[src/logic/phase_sync_cfg.svh]
// Constants for the multi-unit phase synchronisation control
// Operation
// - Bit 6 of flag word enables synchronous mode
// - Bit 7 of flag word selects master unit
// - Set-function command replaces whole flag word
// - Missing shared clock or realign raises error
// - Read-function command returns current flag word
// - Shared lines used only with synchronous mode, except the clock watchdog, which also runs with the master bit alone
// - Master realign command emits shared realign pulse
// - Recalled slave unaligned until next realign pulse
// - Up to eight units, sixteen channels
// - Master drives clock, realign; uses loopback inputs
// - Input clock latches samples; slave outputs unused
`ifndef PHASE_SYNC_CFG_SVH
`define PHASE_SYNC_CFG_SVH
`define FLAG_W 16
`define FLAG_RESET 16'h0000
`define SYNC_EN_BIT 6
`define MASTER_BIT 7
`define NUM_CHANNELS 2
`define MAX_UNITS 8
`define PHASE_W 32
`define CLK_PERIOD_NS 5
`define SCLK_HALF_NS 30
`define SCLK_HALF_CYC (`SCLK_HALF_NS / `CLK_PERIOD_NS)
`define CLK_LOSS_NS 1000
`define CLK_LOSS_CYC (`CLK_LOSS_NS / `CLK_PERIOD_NS)
`define RLN_LOSS_NS 1000
`define RLN_LOSS_CYC (`RLN_LOSS_NS / `CLK_PERIOD_NS)
`define CNT_W 16
`endif

[src/logic/phase_sync_pkg.sv]
// Types for the multi-unit phase synchronisation control
package phase_sync_pkg;
   typedef enum logic [1:0] {
      set_function_cmd,
      read_function_cmd,
      phase_realign_cmd,
      preset_cmd
   } cmd_code_t;
   typedef enum logic [1:0] {
      rln_idle,
      rln_armed,
      rln_pulse
   } realign_state_t;
endpackage

[src/logic/pin_edge_sync.sv]
// Two-stage synchroniser with edge detection for one pin
`timescale 1ns/1ps
module pin_edge_sync (
   input wire logic clock_i, // System clock
   input wire logic rstn_i,  // Async reset, active low
   input wire logic pin_i,   // Asynchronous pin
   output logic level_o,     // Synchronised level
   output logic rise_o       // One-cycle rising edge pulse
);
   logic meta;
   logic stable;
   logic last;

   always_ff @(posedge clock_i or negedge rstn_i)
   begin
      if (!rstn_i)
      begin
         meta <= 1'b0;
         stable <= 1'b0;
         last <= 1'b0;
      end
      else
      begin
         meta <= pin_i;
         stable <= meta;
         last <= stable;
      end
   end

   assign level_o = stable;
   assign rise_o = stable & ~last;
endmodule

[src/logic/phase_sync_ctrl.sv]
// Flag word, master timing, realign and channel phase control
`timescale 1ns/1ps
`include "phase_sync_cfg.svh"
module phase_sync_ctrl
   import phase_sync_pkg::*;
(
   input wire logic clock_i,                            // 200 MHz clock
   input wire logic rstn_i,                             // Async reset, active low
   input wire logic cmd_valid_i,                        // Command strobe
   input wire cmd_code_t cmd_code_i,                    // Command code
   input wire logic [`FLAG_W-1:0] cmd_arg_i,            // Set-function argument
   output logic resp_valid_o,                           // Read reply strobe
   output logic [`FLAG_W-1:0] resp_data_o,              // Read reply flag word
   input wire logic sync_clk_i,                         // Shared clock pin in
   input wire logic realign_i,                          // Shared realign pin in
   output logic sync_clk_o,                             // Shared clock pin out
   output logic realign_o,                              // Shared realign pin out
   input wire logic [`PHASE_W-1:0] freq_word_i [`NUM_CHANNELS], // Phase steps
   input wire logic [`PHASE_W-1:0] phase_ofs_i [`NUM_CHANNELS], // Phase offsets
   output logic [`PHASE_W-1:0] phase_o [`NUM_CHANNELS], // Accumulators
   output logic sample_o,                               // Sample latch pulse
   output logic sync_mode_o,                            // Synchronous mode on
   output logic master_mode_o,                          // Master selected
   output logic aligned_o,                              // Aligned since realign
   output logic error_o                                 // Missing shared signal
);
   localparam int EMIT_MAX = 2 * `SCLK_HALF_CYC + 2;

   logic [`FLAG_W-1:0] flags;
   logic sync_en;
   logic master;
   logic drive_en;
   logic set_cmd;
   logic clr_cmd;
   logic rln_cmd;
   logic clk_lvl;
   logic clk_rise;
   logic rln_lvl;
   logic [`CNT_W-1:0] half_cnt;
   logic gen_clk;
   logic half_wrap;
   logic gen_fall;
   logic gen_rise;
   realign_state_t rln_state;
   logic local_rln;
   logic tick;
   logic load;
   logic [`CNT_W-1:0] clk_wd;
   logic [`CNT_W-1:0] rln_wd;
   logic rln_wait;
   logic clk_lost;
   logic rln_lost;

   // ***************************************
   // Command decode and flag word
   // ***************************************
   assign set_cmd = cmd_valid_i && cmd_code_i == set_function_cmd;
   assign clr_cmd = cmd_valid_i && (cmd_code_i == set_function_cmd || cmd_code_i == preset_cmd);
   assign rln_cmd = cmd_valid_i && cmd_code_i == phase_realign_cmd;
   assign sync_en = flags[`SYNC_EN_BIT];
   assign master = flags[`MASTER_BIT];
   assign drive_en = sync_en && master;
   assign sync_mode_o = sync_en;
   assign master_mode_o = master;

   always_ff @(posedge clock_i or negedge rstn_i)
   begin
      if (!rstn_i)
         flags <= `FLAG_RESET;
      else if (set_cmd)
         flags <= cmd_arg_i;
      else if (cmd_valid_i && cmd_code_i == preset_cmd)
         flags <= `FLAG_RESET;
   end

   always_ff @(posedge clock_i or negedge rstn_i)
   begin
      if (!rstn_i)
      begin
         resp_valid_o <= 1'b0;
         resp_data_o <= `FLAG_RESET;
      end
      else
      begin
         resp_valid_o <= cmd_valid_i && cmd_code_i == read_function_cmd;
         if (cmd_valid_i && cmd_code_i == read_function_cmd)
            resp_data_o <= flags;
      end
   end

   // ***************************************
   // Shared pin inputs
   // ***************************************
   pin_edge_sync u_clk_sync (
      .clock_i(clock_i),
      .rstn_i(rstn_i),
      .pin_i(sync_clk_i),
      .level_o(clk_lvl),
      .rise_o(clk_rise)
   );

   pin_edge_sync u_rln_sync (
      .clock_i(clock_i),
      .rstn_i(rstn_i),
      .pin_i(realign_i),
      .level_o(rln_lvl),
      .rise_o()
   );

   // ***************************************
   // Internal sample clock divider
   // ***************************************
   assign half_wrap = half_cnt == `CNT_W'(`SCLK_HALF_CYC - 1);
   assign gen_fall = half_wrap && gen_clk;
   assign gen_rise = half_wrap && !gen_clk;

   always_ff @(posedge clock_i or negedge rstn_i)
   begin
      if (!rstn_i)
      begin
         half_cnt <= '0;
         gen_clk <= 1'b0;
      end
      else if (half_wrap)
      begin
         half_cnt <= '0;
         gen_clk <= ~gen_clk;
      end
      else
         half_cnt <= half_cnt + 1'b1;
   end

   always_ff @(posedge clock_i or negedge rstn_i)
   begin
      if (!rstn_i)
         sync_clk_o <= 1'b0;
      else
         sync_clk_o <= drive_en && gen_clk;
   end

   // ***************************************
   // Realign pulse emitter
   // ***************************************
   always_ff @(posedge clock_i or negedge rstn_i)
   begin
      if (!rstn_i)
      begin
         rln_state <= rln_idle;
         realign_o <= 1'b0;
      end
      else if (!drive_en)
      begin
         rln_state <= rln_idle;
         realign_o <= 1'b0;
      end
      else
      begin
         case (rln_state)
            rln_idle:
               if (rln_cmd)
                  rln_state <= rln_armed;
            rln_armed:
               if (gen_fall)
               begin
                  rln_state <= rln_pulse;
                  realign_o <= 1'b1;
               end
            rln_pulse:
               if (gen_fall)
               begin
                  rln_state <= rln_idle;
                  realign_o <= 1'b0;
               end
            default:
               rln_state <= rln_idle;
         endcase
      end
   end

   // Free-running mode takes a realign command locally
   always_ff @(posedge clock_i or negedge rstn_i)
   begin
      if (!rstn_i)
         local_rln <= 1'b0;
      else if (rln_cmd && !sync_en)
         local_rln <= 1'b1;
      else if (tick)
         local_rln <= 1'b0;
   end

   // ***************************************
   // Sample tick and channel accumulators
   // ***************************************
   assign tick = sync_en ? clk_rise : gen_rise;
   assign load = sync_en ? rln_lvl : local_rln;
   assign sample_o = tick;

   generate
      for (genvar ch = 0; ch < `NUM_CHANNELS; ch++)
      begin : g_chan
         always_ff @(posedge clock_i or negedge rstn_i)
         begin
            if (!rstn_i)
               phase_o[ch] <= '0;
            else if (tick && load)
               phase_o[ch] <= phase_ofs_i[ch];
            else if (tick)
               phase_o[ch] <= phase_o[ch] + freq_word_i[ch];
         end
      end
   endgenerate

   always_ff @(posedge clock_i or negedge rstn_i)
   begin
      if (!rstn_i)
         aligned_o <= 1'b0;
      else if (tick && load)
         aligned_o <= 1'b1;
      else if (clr_cmd)
         aligned_o <= 1'b0;
   end

   // ***************************************
   // Missing shared signal detection
   // ***************************************
   assign clk_lost = clk_wd == `CNT_W'(`CLK_LOSS_CYC);
   assign rln_lost = rln_wd == `CNT_W'(`RLN_LOSS_CYC);

   always_ff @(posedge clock_i or negedge rstn_i)
   begin
      if (!rstn_i)
         clk_wd <= '0;
      else if (!(sync_en || master) || clk_rise)
         clk_wd <= '0;
      else if (!clk_lost)
         clk_wd <= clk_wd + 1'b1;
   end

   // Master expects its own realign back on the loop
   always_ff @(posedge clock_i or negedge rstn_i)
   begin
      if (!rstn_i)
      begin
         rln_wait <= 1'b0;
         rln_wd <= '0;
      end
      else if (realign_o && drive_en)
      begin
         rln_wait <= 1'b1;
         rln_wd <= '0;
      end
      else if (rln_lvl || !rln_wait)
         rln_wait <= 1'b0;
      else if (!rln_lost)
         rln_wd <= rln_wd + 1'b1;
   end

   always_ff @(posedge clock_i or negedge rstn_i)
   begin
      if (!rstn_i)
         error_o <= 1'b0;
      else if (clk_lost || (rln_wait && rln_lost))
         error_o <= 1'b1;
      else if (clr_cmd)
         error_o <= 1'b0;
   end

   // ***************************************
   // Assertions
   // ***************************************
   a_set_replaces: assert property (@(posedge clock_i) disable iff (!rstn_i)
      set_cmd |=> flags == $past(cmd_arg_i))
      else $error("flag word not replaced by set command");

   a_sync_bit: assert property (@(posedge clock_i) disable iff (!rstn_i)
      set_cmd |=> sync_mode_o == $past(cmd_arg_i[`SYNC_EN_BIT]))
      else $error("sync mode bit mismatch");

   a_master_bit: assert property (@(posedge clock_i) disable iff (!rstn_i)
      set_cmd |=> master_mode_o == $past(cmd_arg_i[`MASTER_BIT]))
      else $error("master bit mismatch");

   a_read_reply: assert property (@(posedge clock_i) disable iff (!rstn_i)
      cmd_valid_i && cmd_code_i == read_function_cmd
      |=> resp_valid_o && resp_data_o == $past(flags))
      else $error("read reply wrong");

   a_realign_emit: assert property (@(posedge clock_i) disable iff (!rstn_i)
      rln_cmd && drive_en && rln_state == rln_idle && !set_cmd && !clr_cmd
      |-> ##[1:EMIT_MAX] (realign_o || !drive_en))
      else $error("realign pulse not emitted");

   a_slave_quiet: assert property (@(posedge clock_i) disable iff (!rstn_i)
      !drive_en ##1 !drive_en |-> !sync_clk_o && !realign_o)
      else $error("slave drives shared outputs");

   a_phase_load: assert property (@(posedge clock_i) disable iff (!rstn_i)
      tick && load |=> phase_o[0] == $past(phase_ofs_i[0]) && aligned_o)
      else $error("phase offset not loaded");

   a_clk_loss: assert property (@(posedge clock_i) disable iff (!rstn_i)
      clk_lost |=> error_o)
      else $error("missing clock not flagged");

   a_align_clear: assert property (@(posedge clock_i) disable iff (!rstn_i)
      clr_cmd && !(tick && load) |=> !aligned_o)
      else $error("alignment kept after settings change");

   c_realign: cover property (@(posedge clock_i) disable iff (!rstn_i)
      realign_o ##[1:EMIT_MAX] (tick && load));
   c_read: cover property (@(posedge clock_i) disable iff (!rstn_i)
      resp_valid_o && resp_data_o[`MASTER_BIT]);
   c_error: cover property (@(posedge clock_i) disable iff (!rstn_i)
      sync_en && error_o);
endmodule

[config.mk]
export PLATFORM = sky130hd
export DESIGN_NAME = phase_sync_ctrl
export DESIGN_NICKNAME = d
export VERILOG_FILES = /design/src/logic/phase_sync_pkg.sv /design/src/logic/pin_edge_sync.sv /design/src/logic/phase_sync_ctrl.sv
export VERILOG_INCLUDE_DIRS = /design/src /design/src/logic
export SDC_FILE = /design/constraint.sdc
export NUM_CORES = 1
export LEC_CHECK = 0
export BUFFER_PORTS_ARGS = -buffer_cell sky130_fd_sc_hd__buf_2
export CAP_MARGIN = 20
export CORE_MARGIN = 1.5
export CORE_UTILIZATION = 55
export DETAILED_ROUTE_END_ITERATION = 16
export MAX_ROUTING_LAYER = met4
export PLACE_DENSITY = 0.82
export SYNTH_ARGS = -nofsm -noshare
export SYNTH_HDL_FRONTEND = slang
export SYNTH_SLANG_ARGS = --single-unit
[constraint.sdc]
create_clock -name clock_i -period 3.5 [get_ports clock_i]
set_input_delay 0.175 -clock clock_i [delete_from_list [all_inputs] [get_ports clock_i]]
set_output_delay 0.175 -clock clock_i [all_outputs]
set_load 0.02 [all_outputs]
==> results of run 1 <==
[worst paths after layout]
kind	endpoint	slack [ps]
min	phase_o[15]	6
min reg2reg	u_rln_sync.level_o	360
min in group asynchronous	phase_o[14]	310
max reg2reg	phase_o[62]	270
max in group asynchronous	clk_wd[9]	2300
max	phase_o[62]	270
[synth_stat cells (5+ instances only)]
cell type / count / area [um2]
a31oi_1: 22 / 138
inv_1: 22 / 82.6
a21o_1: 47 / 353
mux2_2: 19 / 214
a31o_2: 5 / 43.8
mux2i_1: 10 / 100
buf_2: 6 / 30.0
nand4_1: 13 / 81.3
and2_1: 9 / 56.3
o21ai_0: 43 / 215
o211ai_1: 9 / 67.6
ha_1: 72 / 901
nand2b_1: 8 / 50.1
xnor2_1: 43 / 377
xor2_1: 46 / 403
o22ai_1: 5 / 31.3
o21bai_1: 6 / 45.0
nand2_1: 96 / 360
nor3_1: 19 / 95.1
nor4_1: 6 / 37.5
nand3_1: 44 / 220
dfrtp_1: 159 / 3980
or3_1: 6 / 37.5
a22o_1: 17 / 149
o21ai_1: 15 / 75.1
nor2_1: 121 / 454
nor2b_1: 6 / 37.5
a21oi_1: 113 / 566
and3_1: 36 / 225
clkbuf_1: 39 / 146
a211oi_1: 7 / 52.6
[sequential cells by signal (all words and copies together) (netlist names), 2 cells and up]
name / cells
phase_o: 64
clk_wd: 16
flags: 16
half_cnt: 16
resp_data_o: 16
rln_wd: 16
rln_state: 2
[logic make-up after synthesis]
group	after synthesis	share of synthesized area, %
xor+xnor	89	7.74
fa+ha+maj	74	9.34
mux	29	3.12
simple gates	384	18.0
compound gates	316	19.7
buf+inv	67	2.57
flops	159	39.5
[layout by cell type, fill, tap and decap left out, types with 8 or more instances in the layout]
cell type	n
a22o_1	17
a31oi_1	22
dfrtp_1	159
o21ai_1	15
nand2_1	96
xor2_1	46
xnor2_1	43
dlygate4sd3_1	37
buf_2	237
mux2i_1	9
ha_1	72
nand3_1	44
nor2_1	121
nand4_1	13
a21oi_1	113
o211ai_1	9
clkbuf_16	17
a21o_1	47
o21ai_0	43
nand2b_1	8
inv_1	21
and2_1	9
nor3_1	19
and3_1	36
mux2_2	18
[power by group]
part	switching (mW)	internal [mW]	leakage, nW
clock	0.965	0.987	0.304
combinational	3.03	2.12	3.97
sequential	0.369	2.27	2.04
total	4.36	5.39	6.31
[critical path, cell delays in order, from the launching register on]
cell     delay (ps)
dfrtp_1         410
ha_1            230
fa_1            410
a21oi_1         210
o221a_2         260
o221a_2         240
o21ai_1         150
a221o_1         360
a211o_1         310
mux2i_1         200
mux2i_1         230
nand3_1         100
[layer usage]
| layer | vias up | part of all wire, % |
|---|---|---|
| li1 | 4544 | - |
| met1 | 4469 | 45 |
| met2 | 328 | 47 |
| met3 | 81 | 4.5 |
| met4 | 0 | 4.2 |
| met5 | - | 0 |
[cell type report]
cell class	count	area share (%)
flip-flops and latches	159	31.9
inverters	22	0.661
clock inverters	15	1.65
repair buffers	282	13.2
multi-input cells	892	46.9
clock buffers	17	3.41
diodes	3	0.0601
well taps	229	2.29
==> results.yml, run 1 <==
run_status:
  status: "finished clean"
grt:
  grt-busiest-layer: "met2"
  grt_max_degree: 97
  grt_util_all_layers_pct: 28.7
  grt_pass1_vias: 9019
  grtUsageMet1_pct: 35.6
  grt_pass1_wl_um: 43800
  grt_use_met2_pct: 45.7
  grt_antenna_before_repair: 3
  grt_overflow_total: 0
  use_met3_pct: 5.06
clocking:
  path_clk_slew_ps: 80
  numCtsBuffers: 17
  clk_path_buf_depth: 2
  cts_sinks: 159
  cts-root-buf: "clkbuf_16"
  cts_tree: "done"
  ctsResizeCount: 0
  cts_setup_buffers: 0
  cts.htree.levels: 4
  clock_latency_ps: 450
  hold_buffers: 37
route:
  first_iter_violations: 608
  ant_nets: 0
  first_pass_iters: 7
  wl_um: 26700
  wl_per_cell_um: 16.5
  vias_per_cell: 5.82
  routed-via-count: 9422
  drcViolationCount: 0
synthesis:
  yosysWarnings: 0
  async_reset_ff_share_pct: 100
  syn_nets: 1343
  synth_cells: 1118
  avgSynthCellArea_um2: 9.01
  yosysSeqAreaShare_pct: 39.5
  synth_edf_count: 0
  syn-cell-area_um2: 10100
  synth_seq_cells: 159
  ys.flop_type: "dfrtp_1"
  synth_cell_types: 57
die:
  die_y_um: 138
  die_area_um2: 19100
  ios: 239
  rows: 49
  die_w_um: 138
  start_util_pct: 56.1
  coreArea_um2: 18000
finish:
  register_area_um2: 3980
  nFillCells: 1402
  finalNonFillerCells: 1619
  final_area_um2: 12500
  drive_gt1_share_pct: 22.4
  syn_to_final_growth_pct: 24.0
  nNetsFinal: 1599
  final_util_pct: 69.5
  multi_input_area_um2: 5860
critical_path:
  r2r_start: "phase_o[32]"
  path_class: "reg -> reg"
  worstPathArrival_ps: 3550
  r2r.worst_path.cells: 11
  endpoint_kind: "flip-flop"
  worstPathMaxFanout: 4
  crit_required_ps: 3820
  cp-start-kind: "flip-flop"
  crit_start: "phase_o[32]"
power:
  p_total_mw: 9.75
  power.density_nw_per_um2: 781
  irDropWorstVdd_uv: 592
  p_leak_nw: 6.31
placed_design:
  placed_cells_incl_taps: 1546
  dp_slack_ps: 345
  hpwl_um: 18900
  placed_area_um2: 11500
  gp_congestion: 0.902
  numPortBuffers: 238
timing:
  fin_skew_ps: 18.4
  rsz0062_at_grt: "false"
  slew_headroom_pct: 32.3
  fin_crit_ps: 3230
  slew_violations: 0
  final_hold_viol_count: 0
  fin_ws_ps: 267
  period_share_pct: 92.4
  fmax_ghz: 0.309
  tightest_slew_ps: 1020
  setup_viol: 0
  whs_ps: 6.29
  tns_ps: 0
worst_hold_path:
  hold_path.startpoint: "phase_ofs_i[15]"
  hold_path_class: "in -> reg"
  holdPathStages: 3
run:
  maxCapViolations: 0
No activity file was read; power rests on OpenSTA's default activity.
==> inputs of run 2 (changes only) <==
==> constraint.sdc (replaced) <==
create_clock -name clock_i -period 3.5 [get_ports clock_i]
set_input_delay 0.175 -clock clock_i [delete_from_list [all_inputs] [get_ports clock_i]]
set_output_delay 0.175 -clock clock_i [all_outputs]
set_load 0.1 [all_outputs]
==> run 2 against run 1 <==
  * Non-clock buffer count down 1
  * Count of clock-buffer cells in the layout unchanged
  * Largest cell class unchanged
  * Cell area shrank 0.23%
  * Die area did not move
  * Worst hold slack gained 8.2 ps
  * Highest routed layer unchanged
  * Cell count grew 0.49%
  * Maximum frequency up 3.1%
  * Largest power group unchanged
==> results.yml, run 2 (synthesized netlist as in run 1, its figures left out) <==
run_status:
  status: "finished clean"
die:
  die_w_um: 138
  ios: 239
  die_y_um: 138
  die_area_um2: 19100
  coreArea_um2: 18000
  start_util_pct: 56.1
  rows: 49
timing:
  slew_violations: 0
  final_hold_viol_count: 0
  period_share_pct: 89.6
  fin_crit_ps: 3140
  fmax_ghz: 0.319
  rsz0062_at_grt: "false"
  fin_skew_ps: 13.9
  setup_viol: 0
  tightest_slew_ps: 974
  slew_headroom_pct: 35.1
  tns_ps: 0
critical_path:
  path_class: "reg -> reg"
  worstPathMaxFanout: 4
  endpoint_kind: "flip-flop"
  critPathTopFamily: "compound AO/OA/AOI/OAI gates"
  crit_start: "phase_o[32]"
  r2r_start: "phase_o[32]"
  path_cells: "ha_1, fa_1, a21oi_1, o221a_2, o221a_2, o21ai_1, a221o_1, a211o_1, mux2i_1, mux2i_1, nand3_1"
  cp-start-kind: "flip-flop"
  worstPathArrival_ps: 3450
  crit_required_ps: 3810
  path_buf_inv: 0
  crit_path_top_delay_cell: "fa_1"
  critPathMaxStageDelay_ps: 410
clocking:
  cts_sinks: 159
  cts_tree: "done"
  clock_latency_ps: 440
  cts.htree.levels: 4
  path_clk_slew_ps: 80
  numCtsBuffers: 17
  clk_path_buf_depth: 2
  cts_setup_buffers: 0
  cts-root-buf: "clkbuf_16"
finish:
  drive_gt1_share_pct: 22.6
  top_register: "phase_o"
  mostFrequentLayoutCells: "buf_2, dfrtp_1, nor2_1"
  nFillCells: 1424
  multi_input_area_um2: 5860
  finalNonFillerCells: 1627
  register_area_um2: 3980
  final_common_cell: "buf_2"
  largest_register_ffs: 64
  nNetsFinal: 1598
  syn_to_final_growth_pct: 23.7
power:
  intPower_mw: 5.37
  p_sw_share_pct: 56.1
  clkPwrFrac_pct: 15.5
  p_leak_nw: 6.29
  power.density_nw_per_um2: 983
  irDropWorstVdd_uv: 816
  p_sw_mw: 6.87
  p_seq_share_pct: 21.5
  combPwrFrac_pct: 62.9
grt:
  grt_overflow_total: 0
  grt_pass1_wl_um: 43800
  grt_util_all_layers_pct: 28.7
  grt_max_degree: 97
  grt_antenna_before_repair: 11
  grt_pass1_vias: 9135
worst_hold_path:
  hold_path_class: "in -> reg"
  hold_path.startpoint: "phase_ofs_i[2]"
route:
  wl_um: 26500
  drcViolationCount: 0
  wl_per_cell_um: 16.3
  first_iter_violations: 619
  vias_per_cell: 5.73
  first_pass_iters: 5
  ant_nets: 0
  routed-via-count: 9317
placed_design:
  placed_cells_incl_taps: 1548
  numPortBuffers: 238
  gp_congestion: 0.889
  hpwl_um: 19000
run:
  maxCapViolations: 0
run 2: area by class of cell:
class                   instances  share of cell area (%)
repair buffers                281                    13.0
inverters                      22                   0.663
diodes                         12                   0.241
clock buffers                  17                    3.41
well taps                     229                    2.30
flip-flops and latches        159                    31.9
multi-input cells             892                    47.0
clock inverters                15                    1.44
run 2: per-layer routing:
metal / routed length (um) / GRT usage [%]
met1: 11700 / 36.3
met2: 12600 / 45.3
met3: 1260 / 4.54
met4: 1010 / 13.7
met5: 0 / -
run 2: through the flow:
| stage | util (%) | hold WS [ps] | area (um2) | setup slack, ps | total power [mW] |
|---|---|---|---|---|---|
| after floorplan | - | -121 | 10100 | 53.5 | 8.86 |
| after detailed placement | 63.9 | 209 | 11500 | 386 | 10.2 |
| after CTS | 69.2 | 1.04 | 12400 | 373 | 12.2 |
| after global routing | 69.4 | 17.9 | 12500 | 153 | 12.9 |
| after global placement | 63.8 | 207 | 11500 | 427 | 10.1 |
| final | 69.4 | 14.5 | 12500 | 364 | 12.2 |
run 2: what timing repair did:
action                                 4_1_cts  5_1_grt
endpoints found under the hold margin      100        0
hold buffers                                34        0
resized for setup                            0        0
run 2: path summary, 6_finish.rpt:
path	end	slack [ps]	cells after the start
max	phase_o[62]	360	11
min	phase_o[2]	10	3
max reg2reg	phase_o[62]	360	11
min reg2reg	u_rln_sync.level_o	360	0
max in group asynchronous	half_cnt[5]	2390	3
min in group asynchronous	phase_o[11]	290	2
run 2: power groups by stage:
stage / combinational, mW / sequential [mW] / clock [mW]
detailed placement: 7.58 / 2.66 / 0
global route: 8.23 / 2.70 / 2.01
global placement: 7.50 / 2.64 / 0
finish: 7.71 / 2.64 / 1.90
floorplan: 3.27 / 5.59 / 0
CTS: 7.66 / 2.63 / 1.94
run 2: worst register-to-register path, cell delays in order (launching register included):
cell	delay (ps)
dfrtp_1	390
ha_1	220
fa_1	410
a21oi_1	200
o221a_2	250
o221a_2	240
o21ai_1	140
a221o_1	360
a211o_1	310
mux2i_1	200
mux2i_1	200
nand3_1	90
==> inputs of run 3 (changes only) <==
==> constraint.sdc (replaced) <==
create_clock -name clock_i -period 2.9 [get_ports clock_i]
set_input_delay 0.145 -clock clock_i [delete_from_list [all_inputs] [get_ports clock_i]]
set_output_delay 0.145 -clock clock_i [all_outputs]
set_load 0.1 [all_outputs]
==> run 3 against run 2 <==
  * The run now ends with setup timing left
  * First-iteration DRC count down 10%
  * Cell count up 2.6%
  * Sequential share of layout area down 1.2 points
  * Total power up 27%
  * Clock skew up 8.4 ps
  * Critical path depth unchanged
  * Global-route usage up 1.9 points
  * Count of clock-buffer cells in the layout unchanged
  * Critical path type unchanged
  * Largest power group unchanged
==> results.yml, run 3 (synthesized netlist as in run 1, its figures left out) <==
run_status:
  status: "finished with violations"
  violations: "setup timing"
placed_design:
  gp_congestion: 0.886
  placed_area_um2: 11700
  numPortBuffers: 238
  dp_slack_ps: -43.2
  hpwl_um: 19600
critical_path:
  cp-start-kind: "flip-flop"
  path_class: "reg -> reg"
  worstPathMaxFanout: 3
  endpoint_kind: "flip-flop"
  crit_required_ps: 3220
  worstPathArrival_ps: 3300
route:
  first_iter_violations: 556
  vias_per_cell: 5.88
  wl_um: 28700
  routed-via-count: 9824
  drcViolationCount: 0
  ant_nets: 0
  wl_per_cell_um: 17.2
  first_pass_iters: 5
timing:
  rsz0062_at_grt: "true"
  slew_violations: 0
  tightest_slew_ps: 994
  final_hold_viol_count: 0
  whs_ps: 14.3
  tns_ps: -222
  period_share_pct: 103
  fin_skew_ps: 22.2
  fin_crit_ps: 2990
  setup_viol: 6
  fin_ws_ps: -85.2
  slew_headroom_pct: 33.8
  fmax_ghz: 0.335
clocking:
  cts_sinks: 159
  numCtsBuffers: 17
  cts-root-buf: "clkbuf_16"
  path_clk_slew_ps: 90
  cts_tree: "done"
  cts.htree.levels: 4
  clk_path_buf_depth: 2
  clock_latency_ps: 440
die:
  start_util_pct: 56.1
  coreArea_um2: 18000
  die_y_um: 138
  rows: 49
  die_area_um2: 19100
  ios: 239
  die_w_um: 138
power:
  power.density_nw_per_um2: 1180
  p_leak_nw: 6.55
  p_total_mw: 15.5
  irDropWorstVdd_uv: 1040
finish:
  nFillCells: 1305
  drive_gt1_share_pct: 27.3
  multi_input_area_um2: 6010
  mostFrequentLayoutCells: "buf_2, dfrtp_1, nor2_1"
  nNetsFinal: 1648
  largest_register_ffs: 64
  syn_to_final_growth_pct: 30.2
  final_common_cell: "buf_2"
  final_area_um2: 13100
  top_register: "phase_o"
  register_area_um2: 4030
worst_hold_path:
  hold_path_class: "in -> reg"
grt:
  grt_antenna_before_repair: 5
  grt_max_degree: 97
  grt_util_all_layers_pct: 30.6
  grt_pass1_wl_um: 46600
  grt_pass1_vias: 9648
  grt_overflow_total: 0
run:
  maxCapViolations: 0
-- run 3: changes by cell type in the layout (fill, tap and decap cells not counted), sizes merged --
cell         previous run  this run
dlygate4sd3            34        52
clkinvlp                2         0
inv                    32        28
diode                  12         5
clkinv                  3         9
buf                   247       279
-- run 3: power breakdown --
| part | internal [mW] | switching [mW] | total, mW |
|---|---|---|---|
| clock | 1.19 | 1.13 | 2.32 |
| sequential | 2.79 | 0.475 | 3.27 |
| combinational | 2.94 | 6.99 | 9.94 |
-- run 3: area by class of cell --
cell class	count	share of cell area, %
antenna	5	0.0954
clock buffer	17	3.24
clock inverter	15	1.54
inverter	22	0.639
multi-input combinational	892	45.8
sequential	159	30.7
tap	229	2.18
timing repair buffer	331	15.8
-- run 3: through the flow --
stage          utilization, %  std cells
3_5_place_dp             65.2       1563
5_1_grt                  73.0       1670
4_1_cts                  72.1       1659
3_3_place_gp             65.2       1563
2_1_floorplan               -       1118
6_report                 73.0       1670
-- run 3: final timing paths --
path	startpoint	to	slack, ps	cells past startpoint
worst max-delay path	phase_o[32]	phase_o[62]	-90	11
worst min-delay path	phase_ofs_i[11]	phase_o[11]	10	3
worst max register to register	phase_o[32]	phase_o[62]	-90	11
worst min register to register	u_rln_sync.meta	u_rln_sync.level_o	350	0
max in group asynchronous	rstn_i	flags[0]	1840	3
min in group asynchronous	rstn_i	phase_o[10]	220	2
-- run 3: timing repair --
| action | CTS | global route |
|---|---|---|
| endpoints found under the hold margin | 110 | 0 |
| setup endpoints to repair | 2 | 13 |
| pin swaps | 2 | 16 |
| gates resized for setup | 0 | 21 |
| setup buffers | 12 | 8 |
| hold buffers | 52 | 0 |
-- run 3: metal layers --
metal  global-route usage (%)  vias up  part of all wire [%]
met5                        -        -                     0
met4                     14.2        0                   4.3
met3                     4.99       89                   5.4
met2                     49.5      391                    49
met1                     37.5     4699                    42
li1                         -     4645                     -
-- run 3: worst max-delay path, cell delays in order, from the launching register on --
cell     delay (ps)
dfrtp_4         490
ha_4            180
fa_2            410
a21oi_2         160
o221a_2         230
o221a_4         210
o21ai_4          60
a221o_1         340
a211o_1         300
mux2i_1         190
mux2i_1         210
nand3_1          90
